**config.mk**
```make
export PLATFORM = sky130hd
export DESIGN_NAME = reset_strap_mode_latch
export DESIGN_NICKNAME = d
export VERILOG_FILES = /design/src/hdl/reset_strap_pkg.sv /design/src/hdl/reset_strap_mode_latch.sv
export VERILOG_INCLUDE_DIRS = /design/src /design/src/hdl
export SDC_FILE = /design/constraint.sdc
export NUM_CORES = 1
export LEC_CHECK = 0
export BUFFER_PORTS_ARGS = -buffer_cell sky130_fd_sc_hd__buf_2
export CORE_MARGIN = 5
export CORE_UTILIZATION = 40
export CTS_BUF_LIST = sky130_fd_sc_hd__clkbuf_16
export CTS_CLUSTER_SIZE = 14
export DETAILED_ROUTE_END_ITERATION = 7
export HOLD_SLACK_MARGIN = 0.15
export PLACE_DENSITY = 0.68
export SYNTH_ARGS = -nofsm -noshare
export SYNTH_HDL_FRONTEND = slang
export SYNTH_SLANG_ARGS = --single-unit
```
**constraint.sdc**
```tcl
create_clock -name ref_clk_i -period 2.4 [get_ports ref_clk_i]
set_input_delay 0.48 -clock ref_clk_i [delete_from_list [all_inputs] [get_ports ref_clk_i]]
set_output_delay 0.48 -clock ref_clk_i [all_outputs]
set_load 0.03 [all_outputs]
```
**src/hdl/reset_strap_consts.svh**
```systemverilog
// Constants for the reset and strap capture block.
`ifndef RESET_STRAP_CONSTS_SVH
`define RESET_STRAP_CONSTS_SVH
`define RSM_GROUP_HI      40'h0180c20000
`define RSM_GROUP_LO_MIN  8'h03
`define RSM_GROUP_LO_MAX  8'h0f
`define RSM_MGMT_NS       1000
`define RSM_CLK_NS        40
`define RSM_MGMT_CYCLES   ((`RSM_MGMT_NS + `RSM_CLK_NS - 1) / `RSM_CLK_NS)
`endif

```
**src/hdl/reset_strap_pkg.sv**
```systemverilog
// Types for the reset and strap capture block.
package reset_strap_pkg;
   typedef enum logic [1:0] {
      st_reset   = 2'b00,
      st_capture = 2'b01,
      st_mgmt    = 2'b11,
      st_run     = 2'b10
   } phase_type;
endpackage : reset_strap_pkg

```
**src/hdl/reset_strap_mode_latch.sv**
```systemverilog
// Reset sequencing, strap capture and reserved-group drop decision.
//
// Contract
// While reset is low, all logic holds a defined initial state; the strap and reset sync flops have no reset and track their pins.
// On reset rising edge, sample every strap and fix the configuration.
// Start PHY management writes and autoneg restart only after capture.
// Port A force enable selects strap values, else autoneg results.
// Port A forced flow control: 1 on, 0 off.
// Port A forced duplex: 1 full, 0 half.
// Port A forced speed: 1 is 100 Mbps, 0 is 10 Mbps.
// Port B force enable selects strap values, else autoneg results.
// Port B forced flow control: 1 on, 0 off.
// Port B forced duplex: 1 full, 0 half.
// Port B forced speed: 1 is 100 Mbps, 0 is 10 Mbps.
// Storm filtering active when its strap was high at reset.
// Drop strap set: discard frames to group 01-80-C2-00-00-03..0F.
// Drop strap clear: flood those frames instead.
// Management clock and data stay high impedance during reset.
// Captured straps stay constant until the next reset.
`timescale 1ns/100ps
`default_nettype none
`include "reset_strap_consts.svh"
module reset_strap_mode_latch
   import reset_strap_pkg::*;
#(
   parameter int mgmt_cycles = `RSM_MGMT_CYCLES
) (
   input  wire logic        ref_clk_i,
   input  wire logic        nrst_i,
   input  wire logic        port_a_force_enable_i,
   input  wire logic        port_a_force_pause_i,
   input  wire logic        port_a_force_full_i,
   input  wire logic        port_a_force_fast_i,
   input  wire logic        port_b_force_enable_i,
   input  wire logic        port_b_force_pause_i,
   input  wire logic        port_b_force_full_i,
   input  wire logic        port_b_force_fast_i,
   input  wire logic        storm_filter_enable_i,
   input  wire logic        reserved_group_drop_enable_i,
   input  wire logic        port_a_an_pause_i,
   input  wire logic        port_a_an_full_i,
   input  wire logic        port_a_an_fast_i,
   input  wire logic        port_b_an_pause_i,
   input  wire logic        port_b_an_full_i,
   input  wire logic        port_b_an_fast_i,
   input  wire logic        frame_valid_i,
   input  wire logic [47:0] frame_dest_i,
   input  wire logic        mgmt_done_i,
   output logic             sys_reset_o,
   output logic             config_valid_o,
   output logic             mgmt_start_o,
   output logic             an_restart_o,
   output logic             mgmt_active_o,
   output logic             mgmt_clk_oe_n_o,
   output logic             mgmt_data_oe_n_o,
   output logic             port_a_pause_o,
   output logic             port_a_full_o,
   output logic             port_a_fast_o,
   output logic             port_b_pause_o,
   output logic             port_b_full_o,
   output logic             port_b_fast_o,
   output logic             storm_filter_o,
   output logic             reserved_group_drop_o,
   output logic             frame_drop_o,
   output logic             frame_flood_o
);

   // Straps are board levels, so they pass two flops like any pin.
   logic [9:0] strap_meta;
   logic [9:0] strap_sync;
   logic       rst_meta;
   logic       rst_sync;
   logic [9:0] strap_latched;
   logic [9:0] next_strap_latched;
   phase_type  phase;
   phase_type  next_phase;
   logic [15:0] wait_count;
   logic [15:0] next_wait_count;
   logic       next_mgmt_start;
   logic       next_an_restart;
   logic       mgmt_start_q;
   logic       an_restart_q;
   logic       drop_q;
   logic       flood_q;
   logic       next_drop;
   logic       next_flood;
   logic       in_group;

   // The reset pin is synchronised too; the sequencer restarts on its low.
   always_ff @(posedge ref_clk_i) begin
      strap_meta <= {reserved_group_drop_enable_i, storm_filter_enable_i,
                     port_b_force_fast_i, port_b_force_full_i,
                     port_b_force_pause_i, port_b_force_enable_i,
                     port_a_force_fast_i, port_a_force_full_i,
                     port_a_force_pause_i, port_a_force_enable_i};
      strap_sync <= strap_meta;
      rst_meta   <= nrst_i;
      rst_sync   <= rst_meta;
   end

   always_comb begin
      next_phase         = phase;
      next_strap_latched = strap_latched;
      next_wait_count    = wait_count;
      next_mgmt_start    = 1'b0;
      next_an_restart    = 1'b0;
      case (phase)
         st_reset: begin
            // The sync flop sees the pin go high; the straps it carries
            // arrived through the same two stages, so both align.
            if (rst_sync) begin
               next_strap_latched = strap_sync;
               next_phase         = st_capture;
            end
         end
         st_capture: begin
            // Start rises one cycle after the capture edge, so the latched
            // configuration is already visible when the PHY writes begin.
            next_mgmt_start = 1'b1;
            next_wait_count = 16'(mgmt_cycles);
            next_phase      = st_mgmt;
         end
         st_mgmt: begin
            // The settle time runs before done is looked at, which gives
            // the PHYs time to leave their own reset before the restart.
            if (wait_count != 16'h0000) begin
               next_wait_count = wait_count - 16'h0001;
            end else if (mgmt_done_i) begin
               next_an_restart = 1'b1;
               next_phase      = st_run;
            end
         end
         st_run: begin
            next_phase = st_run;
         end
         default: begin
            next_phase = st_reset;
         end
      endcase
      // A low on the synchronised reset wins over every state, so a reset
      // in mid-run throws the whole sequence back to its start.
      if (!rst_sync) begin
         next_phase         = st_reset;
         next_strap_latched = 10'h000;
         next_wait_count    = 16'h0000;
         next_mgmt_start    = 1'b0;
         next_an_restart    = 1'b0;
      end
   end

   always_ff @(posedge ref_clk_i) begin
      if (!nrst_i) begin
         phase         <= st_reset;
         strap_latched <= 10'h000;
         wait_count    <= 16'h0000;
         mgmt_start_q  <= 1'b0;
         an_restart_q  <= 1'b0;
      end else begin
         phase         <= next_phase;
         strap_latched <= next_strap_latched;
         wait_count    <= next_wait_count;
         mgmt_start_q  <= next_mgmt_start;
         an_restart_q  <= next_an_restart;
      end
   end

   // Only the last byte of the destination spans a range; the upper five
   // bytes must match the reserved group prefix exactly.
   assign in_group = (frame_dest_i[47:8] == `RSM_GROUP_HI) &&
                     (frame_dest_i[7:0] >= `RSM_GROUP_LO_MIN) &&
                     (frame_dest_i[7:0] <= `RSM_GROUP_LO_MAX);

   // Frames offered before the sequence reaches run get no verdict,
   // although the drop strap has been fixed since the capture state.
   always_comb begin
      next_drop  = 1'b0;
      next_flood = 1'b0;
      if (frame_valid_i && in_group && phase == st_run) begin
         next_drop  = strap_latched[9];
         next_flood = !strap_latched[9];
      end
   end

   always_ff @(posedge ref_clk_i) begin
      if (!nrst_i) begin
         drop_q  <= 1'b0;
         flood_q <= 1'b0;
      end else begin
         drop_q  <= next_drop;
         flood_q <= next_flood;
      end
   end

   assign sys_reset_o      = (phase == st_reset);
   assign config_valid_o   = (phase != st_reset);
   assign mgmt_start_o     = mgmt_start_q;
   assign an_restart_o     = an_restart_q;
   assign mgmt_active_o    = (phase == st_mgmt);
   // High-Z until the sequence starts; oe low means driving.
   assign mgmt_clk_oe_n_o  = (phase == st_reset) || !nrst_i;
   assign mgmt_data_oe_n_o = (phase == st_reset) || !nrst_i;

   // Force bits select strap values, otherwise autoneg results pass.
   assign port_a_pause_o = strap_latched[0] ? strap_latched[1]
                                            : port_a_an_pause_i;
   assign port_a_full_o  = strap_latched[0] ? strap_latched[2]
                                            : port_a_an_full_i;
   assign port_a_fast_o  = strap_latched[0] ? strap_latched[3]
                                            : port_a_an_fast_i;
   assign port_b_pause_o = strap_latched[4] ? strap_latched[5]
                                            : port_b_an_pause_i;
   assign port_b_full_o  = strap_latched[4] ? strap_latched[6]
                                            : port_b_an_full_i;
   assign port_b_fast_o  = strap_latched[4] ? strap_latched[7]
                                            : port_b_an_fast_i;
   assign storm_filter_o        = strap_latched[8];
   assign reserved_group_drop_o = strap_latched[9];
   assign frame_drop_o          = drop_q;
   assign frame_flood_o         = flood_q;

endmodule : reset_strap_mode_latch
`default_nettype wire

```
==> results of run 1 <==
-- through the flow --
stage                     power, W  hold slack [ns]
after floorplan            0.00111            0.310
after global placement     0.00120            0.310
after detailed placement   0.00120            0.312
after CTS                  0.00194            0.279
after global routing       0.00199            0.275
final                      0.00192            0.285
-- cells in the mapped netlist (4+ instances only) --
cell       n  area (µm²)
inv_1      7        26.3
nand4_1    4        25.0
clkbuf_1   6        22.5
nor3_1     5        25.0
nor2_1     7        26.3
a21oi_1   16        80.1
nand3_1    6        30.0
or4_1      5        37.5
mux2_2     6        67.6
nor4b_1    6        52.6
dfxtp_1   54        1080
nand2_1   32         120
nor4_1    12        75.1
or3_1      5        31.3
o31ai_1    4        30.0
-- per-layer routing --
layer  share of wire (%)  routed length (µm)  up-vias
li1                    -                   -      989
met1                  43                2100      875
met2                  49                2390       64
met3                 6.9                 337        5
met4                 1.1                  53        0
met5                   0                   0        -
-- worst max-delay path by stage --
stage / to / depth (start not counted) / slack [ns]
final: wait_count[0] / 6 / 0.21
after global routing: wait_count[0] / 6 / 0.13
after CTS: wait_count[0] / 6 / 0.22
after detailed placement: wait_count[0] / 6 / 0.25
after global placement: wait_count[0] / 6 / 0.30
after floorplan: mgmt_data_oe_n_o / 5 / 0.07
-- state kept, by name, indices dropped and copies added (netlist names) --
signal	flops
rst_meta	1
strap_sync	10
wait_count	16
mgmt_start_o	1
strap_latched	10
frame_drop_o	1
phase	2
an_restart_o	1
frame_flood_o	1
rst_sync	1
strap_meta	10
-- critical path, delay by kind of cell (launching register included) --
| kind | cells | cell delay (ns) |
|---|---|---|
| buf+inv | 1 | 0.09 |
| simple gates | 2 | 1.14 |
| flops | 1 | 0.35 |
| compound gates | 1 | 0.22 |
| mux | 1 | 0.14 |
| fa+ha+maj | 1 | 0.17 |
-- cell families (layout without fill, tap and decap cells) --
kind of cell             count (synthesis)  in the layout  synth area share [%]
flip-flops                              54             54                  50.4
AO/OA/AOI/OAI                           36             36                  11.0
AND/OR/NAND/NOR                        105            105                  29.2
buffers and inverters                   16            102                  3.68
multiplexers                             9              9                  4.55
adder cells (fa/ha/maj)                  2              2                  1.17
-- layout make-up --
type | count | share of cell area (%)
multi-input combinational | 152 | 35.5
clock buffer | 5 | 4.51
timing repair buffer | 87 | 16.0
sequential | 54 | 38.9
tap | 70 | 3.15
inverter | 7 | 0.946
clock inverter | 3 | 1.04
-- report_power, final --
group | internal (W) | switching [W] | leakage [nW]
sequential | 0.000930 | 0.0000206 | 0.446
combinational | 0.000104 | 0.000127 | 0.667
clock | 0.000398 | 0.000340 | 0.0759
total | 0.00143 | 0.000487 | 1.19
==> flow_summary.toml, run 1 <==
[run_status]
outcome = "finished clean"

[place]
hpwl_um = 3750
placed_cells = 370
gp_congestion = 0.818
portBuffers = 84
dpl-instance-area_mm2 = 0.00262
dp_slack_ns = 0.251

[hold_path]
hp-start = "port_b_force_full_i"
hold_path.class = "in -> reg"
hold_path_depth = 1
whs_endpoint = "strap_meta[6]"

[setup_path]
critPathCaptureType = "register"
r2r-end = "wait_count[0]"
r2r-start = "wait_count[0]"
cp-start-kind = "register"
cp.required_ns = 2.61
slowest_stage = "or4b_2"
r2r_slack_ns = 0.21
crit_path_max_fanout = 6
critical_path_class = "reg -> reg"
max_stage_delay_ns = 0.65
startpoint = "wait_count[0]"
path_cells = "inv_1 -> ha_1 -> or4b_2 -> or4_4 -> mux2i_1 -> a211oi_1"
reg2reg_depth = 6
arrival_ns = 2.40

[global_route]
met2_usage_pct = 25.1
grt_pass1_wl_um = 8170
grt-busiest-layer = "met2"
grt_util_met3_pct = 3.56
antenna_found_initial = 0
grt.total_usage_pct = 14.1
grt_overflow_total = 0
grt_use_met1_pct = 16.2
grt_pass1_vias = 1882
grt_max_degree = 20

[yosys]
ys_ff_latch = 54
synth_ff_type = "dfxtp_1"
synth_edf_count = 0
synth.avg_cell_area_um2 = 9.66
synth_cells = 222
syn-cell-area_mm2 = 0.00214
yosysSeqAreaShare_pct = 50.4
syn_nets = 292
ys_types = 43
synthArstFlopShare_pct = 0
yosysWarnings = 0

[timing]
tns_ns = 0
fmax_mhz = 457
finalCriticalPeriod_ns = 2.19
finalHoldViolations = 0
setup_viol_count_final = 0
rsz0062_at_grt = "false"
tightest_slew_ns = 0.500
fin_crit_sh_pct = 91.1
drv_slew = 0
skew_ns = 0.00591
slew_headroom_pct = 66.4
setup_ws_ns = 0.213

[clock_network]
cts_setup_buffers = 0
cts_tree = "built"
cts_sinks = 54
clock_latency_ns = 0.29
clk_pin_slew_worst_paths_ns = 0.07
cts-htree-levels = 2
numCtsBuffers = 5
cts_root_buf = "clkbuf_16"
clk_path_buf_depth = 2
hold_buffers = 0
cts_resized = 0

[floorplan]
num_io_pins = 85
die_height_um = 83.2
rows = 26
start_util_pct = 41.5
fp.dieArea_mm2 = 0.00693
core_mm2 = 0.00517
die_x_um = 83.2

[drt]
ant_nets = 0
routed_wl_um = 4880
vias = 1933
drt_iter0_markers = 65
drc = 0
drtPass1Iterations = 4
viasPerCell = 5.11
wl_per_cell_um = 12.9

[final_layout]
fin_cells = 378
drive_above_1_share_pct = 36.7
area_delta_synth_final_pct = 29.5
layout_commonest_cell = "buf_2"
fin_area_mm2 = 0.00278
fill_cells = 480
nNetsFinal = 377
antenna-diode-count = 0
regArea_mm2 = 0.00108
multi_input_area_um2 = 985
final_cell_mix = "84 x buf_2, 54 x dfxtp_1, 32 x nand2_1, 16 x a21oi_1, 12 x nor4_1"
final_util_pct = 53.7

[run]
drv_cap = 0

[pwr]
cellLeakagePower_nw = 1.19
peakVddDrop_mv = 0.462
power.density_mw_per_mm2 = 691
(Power assumes the default switching activity.)
==> inputs of run 2 (changes only) <==
- REMOVE_ABC_BUFFERS: not set -> 1
==> run 2 against run 1 <==
Net effect:
- worst hold slack better by 0.0057 ns
- critical path depth stayed put
- combinational power barely moved
- cell area rose by 0.36%
- register-to-register slack about the same
- clock skew is 0.0010 ns lower
- sequential share of layout area decreased by 0.14 points
- first-iteration DRC count up 35%
- final cell count fell by 0.26%
- power increased by 2.9%
- sequential cell count unchanged
- critical endpoint unchanged
- highest routed layer unchanged
==> flow_summary.toml, run 2 (synthesized netlist as in run 1, its figures left out) <==
[drt]
viasPerCell = 5.11
drtPass1Iterations = 4
drt_iter0_markers = 88
ant_nets = 0
wl_per_cell_um = 13.4
drc = 0
vias = 1926
routed_wl_um = 5050

[final_layout]
multi_input_area_um2 = 985
fin_area_mm2 = 0.00279
nNetsFinal = 377
regArea_mm2 = 0.00108
antenna-diode-count = 0
area_delta_synth_final_pct = 29.9
largest-register = "wait_count"
fill_cells = 483
layout_commonest_cell = "buf_2"
final_util_pct = 53.9
largest_reg_flops = 16
drive_above_1_share_pct = 36.5
final_cell_mix = "84 x buf_2, 54 x dfxtp_1, 32 x nand2_1, 16 x a21oi_1, 12 x nor4_1"

[pwr]
peakVddDrop_mv = 0.476
p_switching_w = 0.000453
swShare_pct = 23.0
p_total_w = 0.00198
pwr-share-comb_pct = 11.7
clockPowerShare_pct = 40.2
p_int_w = 0.00152
power.share.sequential_pct = 48.1
cellLeakagePower_nw = 1.19
power.density_mw_per_mm2 = 709

[clock_network]
numCtsBuffers = 5
cts_resized = 0
cts_tree = "built"
cts_sinks = 54
cts_root_buf = "clkbuf_16"
clk_pin_slew_worst_paths_ns = 0.06
clock_latency_ns = 0.29
cts_setup_buffers = 0
cts-htree-levels = 2
hold_buffers = 0
clk_path_buf_depth = 2

[place]
hpwl_um = 3800
portBuffers = 84
gp_congestion = 0.802
dp_slack_ns = 0.234
dpl-instance-area_mm2 = 0.00262

[setup_path]
critPathCaptureType = "register"
cp.required_ns = 2.60
r2r-start = "wait_count[0]"
r2r_slack_ns = 0.21
cp-start-kind = "register"
startpoint = "wait_count[0]"
crit_path_max_fanout = 6
arrival_ns = 2.39
critical_path_class = "reg -> reg"
reg2reg_depth = 6

[timing]
drv_slew = 0
fmax_mhz = 457
setup_viol_count_final = 0
rsz0062_at_grt = "false"
slew_headroom_pct = 67.6
finalCriticalPeriod_ns = 2.19
skew_ns = 0.00488
tightest_slew_ns = 0.482
finalHoldViolations = 0
tns_ns = 0
setup_ws_ns = 0.213
fin_crit_sh_pct = 91.1

[hold_path]
hold_path_depth = 1
hp-start = "port_b_force_full_i"
hold_path.class = "in -> reg"

[floorplan]
core_mm2 = 0.00517
fp.dieArea_mm2 = 0.00693
rows = 26
die_x_um = 83.2
num_io_pins = 85
start_util_pct = 41.5
die_height_um = 83.2

[global_route]
grt_pass1_vias = 1928
grt.total_usage_pct = 14.7
antenna_found_initial = 0
grt_pass1_wl_um = 8630
grt_overflow_total = 0
grt_max_degree = 17

[run]
drv_cap = 0

[run_status]
outcome = "finished clean"
run 2: cell types whose count changed in the layout (fill, tap and decap cells not counted):
| cell | delta |
|---|---|
| bufinv_16 | +1 |
| clkinv_4 | -1 |
| inv_8 | -1 |
run 2: final timing paths:
path                                 endpoint
worst min-delay path            strap_meta[6]
worst max-delay path            wait_count[0]
worst max register to register  wait_count[0]
worst min register to register  strap_sync[8]
run 2: layer usage:
metal  vias up  GRT usage (%)  share of wire (%)
met3         4           5.84                7.9
met5         -              0                  0
met2        68           23.8                 46
li1        990              -                  -
met1       864           18.2                 45
met4         0           4.31               0.79
run 2: power groups by stage:
stage                     clock [W]  combinational, W  sequential, W
after floorplan                   0          0.000133       0.000969
after global placement            0          0.000227       0.000970
after detailed placement          0          0.000231       0.000972
after CTS                  0.000809          0.000233       0.000951
after global routing       0.000846          0.000255       0.000955
final                      0.000793          0.000231       0.000951
run 2: final cells by class:
cell class                      instances  share of cell area (%)
Tap cell                               70                    3.14
Multi-Input combinational cell        152                    35.3
Timing Repair Buffer                   87                    15.9
Clock buffer                            5                    4.49
Inverter                                7                   0.943
Sequential cell                        54                    38.8
Clock inverter                          2                    1.39
run 2: metrics by stage:
stage,hold slack (ns),std cells
floorplan,0.310,213
global placement,0.310,370
detailed placement,0.312,370
CTS,0.286,377
global route,0.279,377
finish,0.290,377
run 2: critical path, stage by stage (launching register included):
cell	delay, ns
dfxtp_1	0.35
inv_1	0.10
ha_1	0.17
or4b_2	0.65
or4_4	0.48
mux2i_1	0.14
a211oi_1	0.21
==> inputs of run 3 (changes only) <==
- SETUP_SLACK_MARGIN: not set -> 0.4
- clock period: 2.4 -> 2.8 ns (I/O delays scaled with it)
==> run 3 against run 2 <==
Net effect:
- global-route usage increased by 0.11 points
- first-iteration DRC count increased by 3.4%
- final cell count decreased by 0.27%
- largest cell class unchanged
==> flow_summary.toml, run 3 (synthesized netlist as in run 1, its figures left out) <==
[clock_network]
cts_root_buf = "clkbuf_16"
clock_latency_ns = 0.29
clk_path_buf_depth = 2
clk_pin_slew_worst_paths_ns = 0.07
cts_setup_buffers = 0
cts-htree-levels = 2
cts_sinks = 54
cts_tree = "built"
numCtsBuffers = 5

[floorplan]
num_io_pins = 85
core_mm2 = 0.00517
rows = 26
die_x_um = 83.2
fp.dieArea_mm2 = 0.00693
start_util_pct = 41.5
die_height_um = 83.2

[setup_path]
max_stage_delay_ns = 0.64
crit_path_max_fanout = 6
startpoint = "wait_count[0]"
slowest_stage = "or4b_2"
critPathCaptureType = "register"
cp.required_ns = 3.01
cp-start-kind = "register"
r2r-start = "wait_count[0]"
arrival_ns = 2.40
path_cells = "inv_1 -> ha_1 -> or4b_2 -> or4_4 -> mux2i_1 -> a211oi_1"
r2r_slack_ns = 0.61
critical_path_class = "reg -> reg"

[timing]
rsz0062_at_grt = "false"
tightest_slew_ns = 0.485
tns_ns = 0
fmax_mhz = 456
fin_crit_sh_pct = 78.3
setup_viol_count_final = 0
skew_ns = 0.00378
finalHoldViolations = 0
slew_headroom_pct = 67.4
drv_slew = 0
finalCriticalPeriod_ns = 2.19

[final_layout]
final_cell_mix = "84 x buf_2, 52 x dfxtp_1, 32 x nand2_1, 16 x a21oi_1, 12 x nor4_1"
antenna-diode-count = 0
area_delta_synth_final_pct = 29.9
largest-register = "wait_count"
fill_cells = 491
regArea_mm2 = 0.00108
multi_input_area_um2 = 985
layout_commonest_cell = "buf_2"
drive_above_1_share_pct = 37.3
nNetsFinal = 375
largest_reg_flops = 16
fin_area_mm2 = 0.00279

[place]
gp_congestion = 0.804
portBuffers = 84
dpl-instance-area_mm2 = 0.00261
hpwl_um = 3770

[drt]
drt_iter0_markers = 91
ant_nets = 0
drc = 0
viasPerCell = 5.05
wl_per_cell_um = 13.3
drtPass1Iterations = 4
routed_wl_um = 4990
vias = 1899

[run]
drv_cap = 0

[hold_path]
hp-start = "strap_meta[8]"
hold_path.class = "reg -> reg"

[pwr]
power.density_mw_per_mm2 = 618
peakVddDrop_mv = 0.519
cellLeakagePower_nw = 1.19

[run_status]
outcome = "finished clean"

[global_route]
grt_overflow_total = 0
antenna_found_initial = 0
grt_max_degree = 19
grt.total_usage_pct = 14.9
grt_pass1_wl_um = 8680
grt_pass1_vias = 1880
[run 3: final cells by class]
type / instances / area share (%)
Multi-Input combinational cell: 152 / 35.3
Tap cell: 70 / 3.14
Clock buffer: 5 / 4.49
Timing Repair Buffer: 85 / 15.4
Clock inverter: 3 / 1.71
Inverter: 7 / 1.08
Sequential cell: 54 / 38.9
[run 3: worst paths after layout]
| kind | end | depth (start not counted) |
|---|---|---|
| hold reg to reg | strap_sync[8] | 0 |
| setup / recovery | wait_count[0] | 6 |
| setup reg to reg | wait_count[0] | 6 |
| hold / removal | strap_sync[8] | 0 |
[run 3: repair_timing]
action,in CTS,in global routing
resized for setup,0,3
setup endpoints to repair,0,1
hold buffers,0,0
hold endpoints to repair,0,0
[run 3: metrics by stage]
stage | std cells | hold WS [ns] | total power [W] | util, % | setup WS (ns)
CTS | 376 | 0.329 | 0.00174 | 53.7 | 0.445
floorplan | 213 | 0.310 | 0.000945 | - | 0.751
global placement | 368 | 0.310 | 0.00102 | 50.4 | 0.690
finish | 376 | 0.328 | 0.00172 | 53.9 | 0.608
global route | 376 | 0.338 | 0.00180 | 53.9 | 0.458
detailed placement | 368 | 0.313 | 0.00103 | 50.4 | 0.635
[run 3: power breakdown]
group / total (W) / switching (W) / internal, W
Sequential: 0.000815 / 0.0000180 / 0.000797
Clock: 0.000711 / 0.000283 / 0.000428
Combinational: 0.000195 / 0.000108 / 0.0000872
Total: 0.00172 / 0.000409 / 0.00131
[run 3: worst max-delay path: cells and delay by family, from the launching register on]
family | cells | cell delay [ns]
buffers and inverters | 1 | 0.09
and+or+nand+nor | 2 | 1.13
AOI/OAI and AO/OA | 1 | 0.24
muxes | 1 | 0.14
adders and majority gates | 1 | 0.15
DFF | 1 | 0.35
[run 3: routing by layer]
layer / part of all wire [%] / vias up / global-route usage (%)
li1: - / 988 / -
met1: 46 / 839 / 18.4
met2: 45 / 65 / 24.1
met3: 7.7 / 7 / 5.64
met4: 1.0 / 0 / 4.16
met5: 0 / - / 0
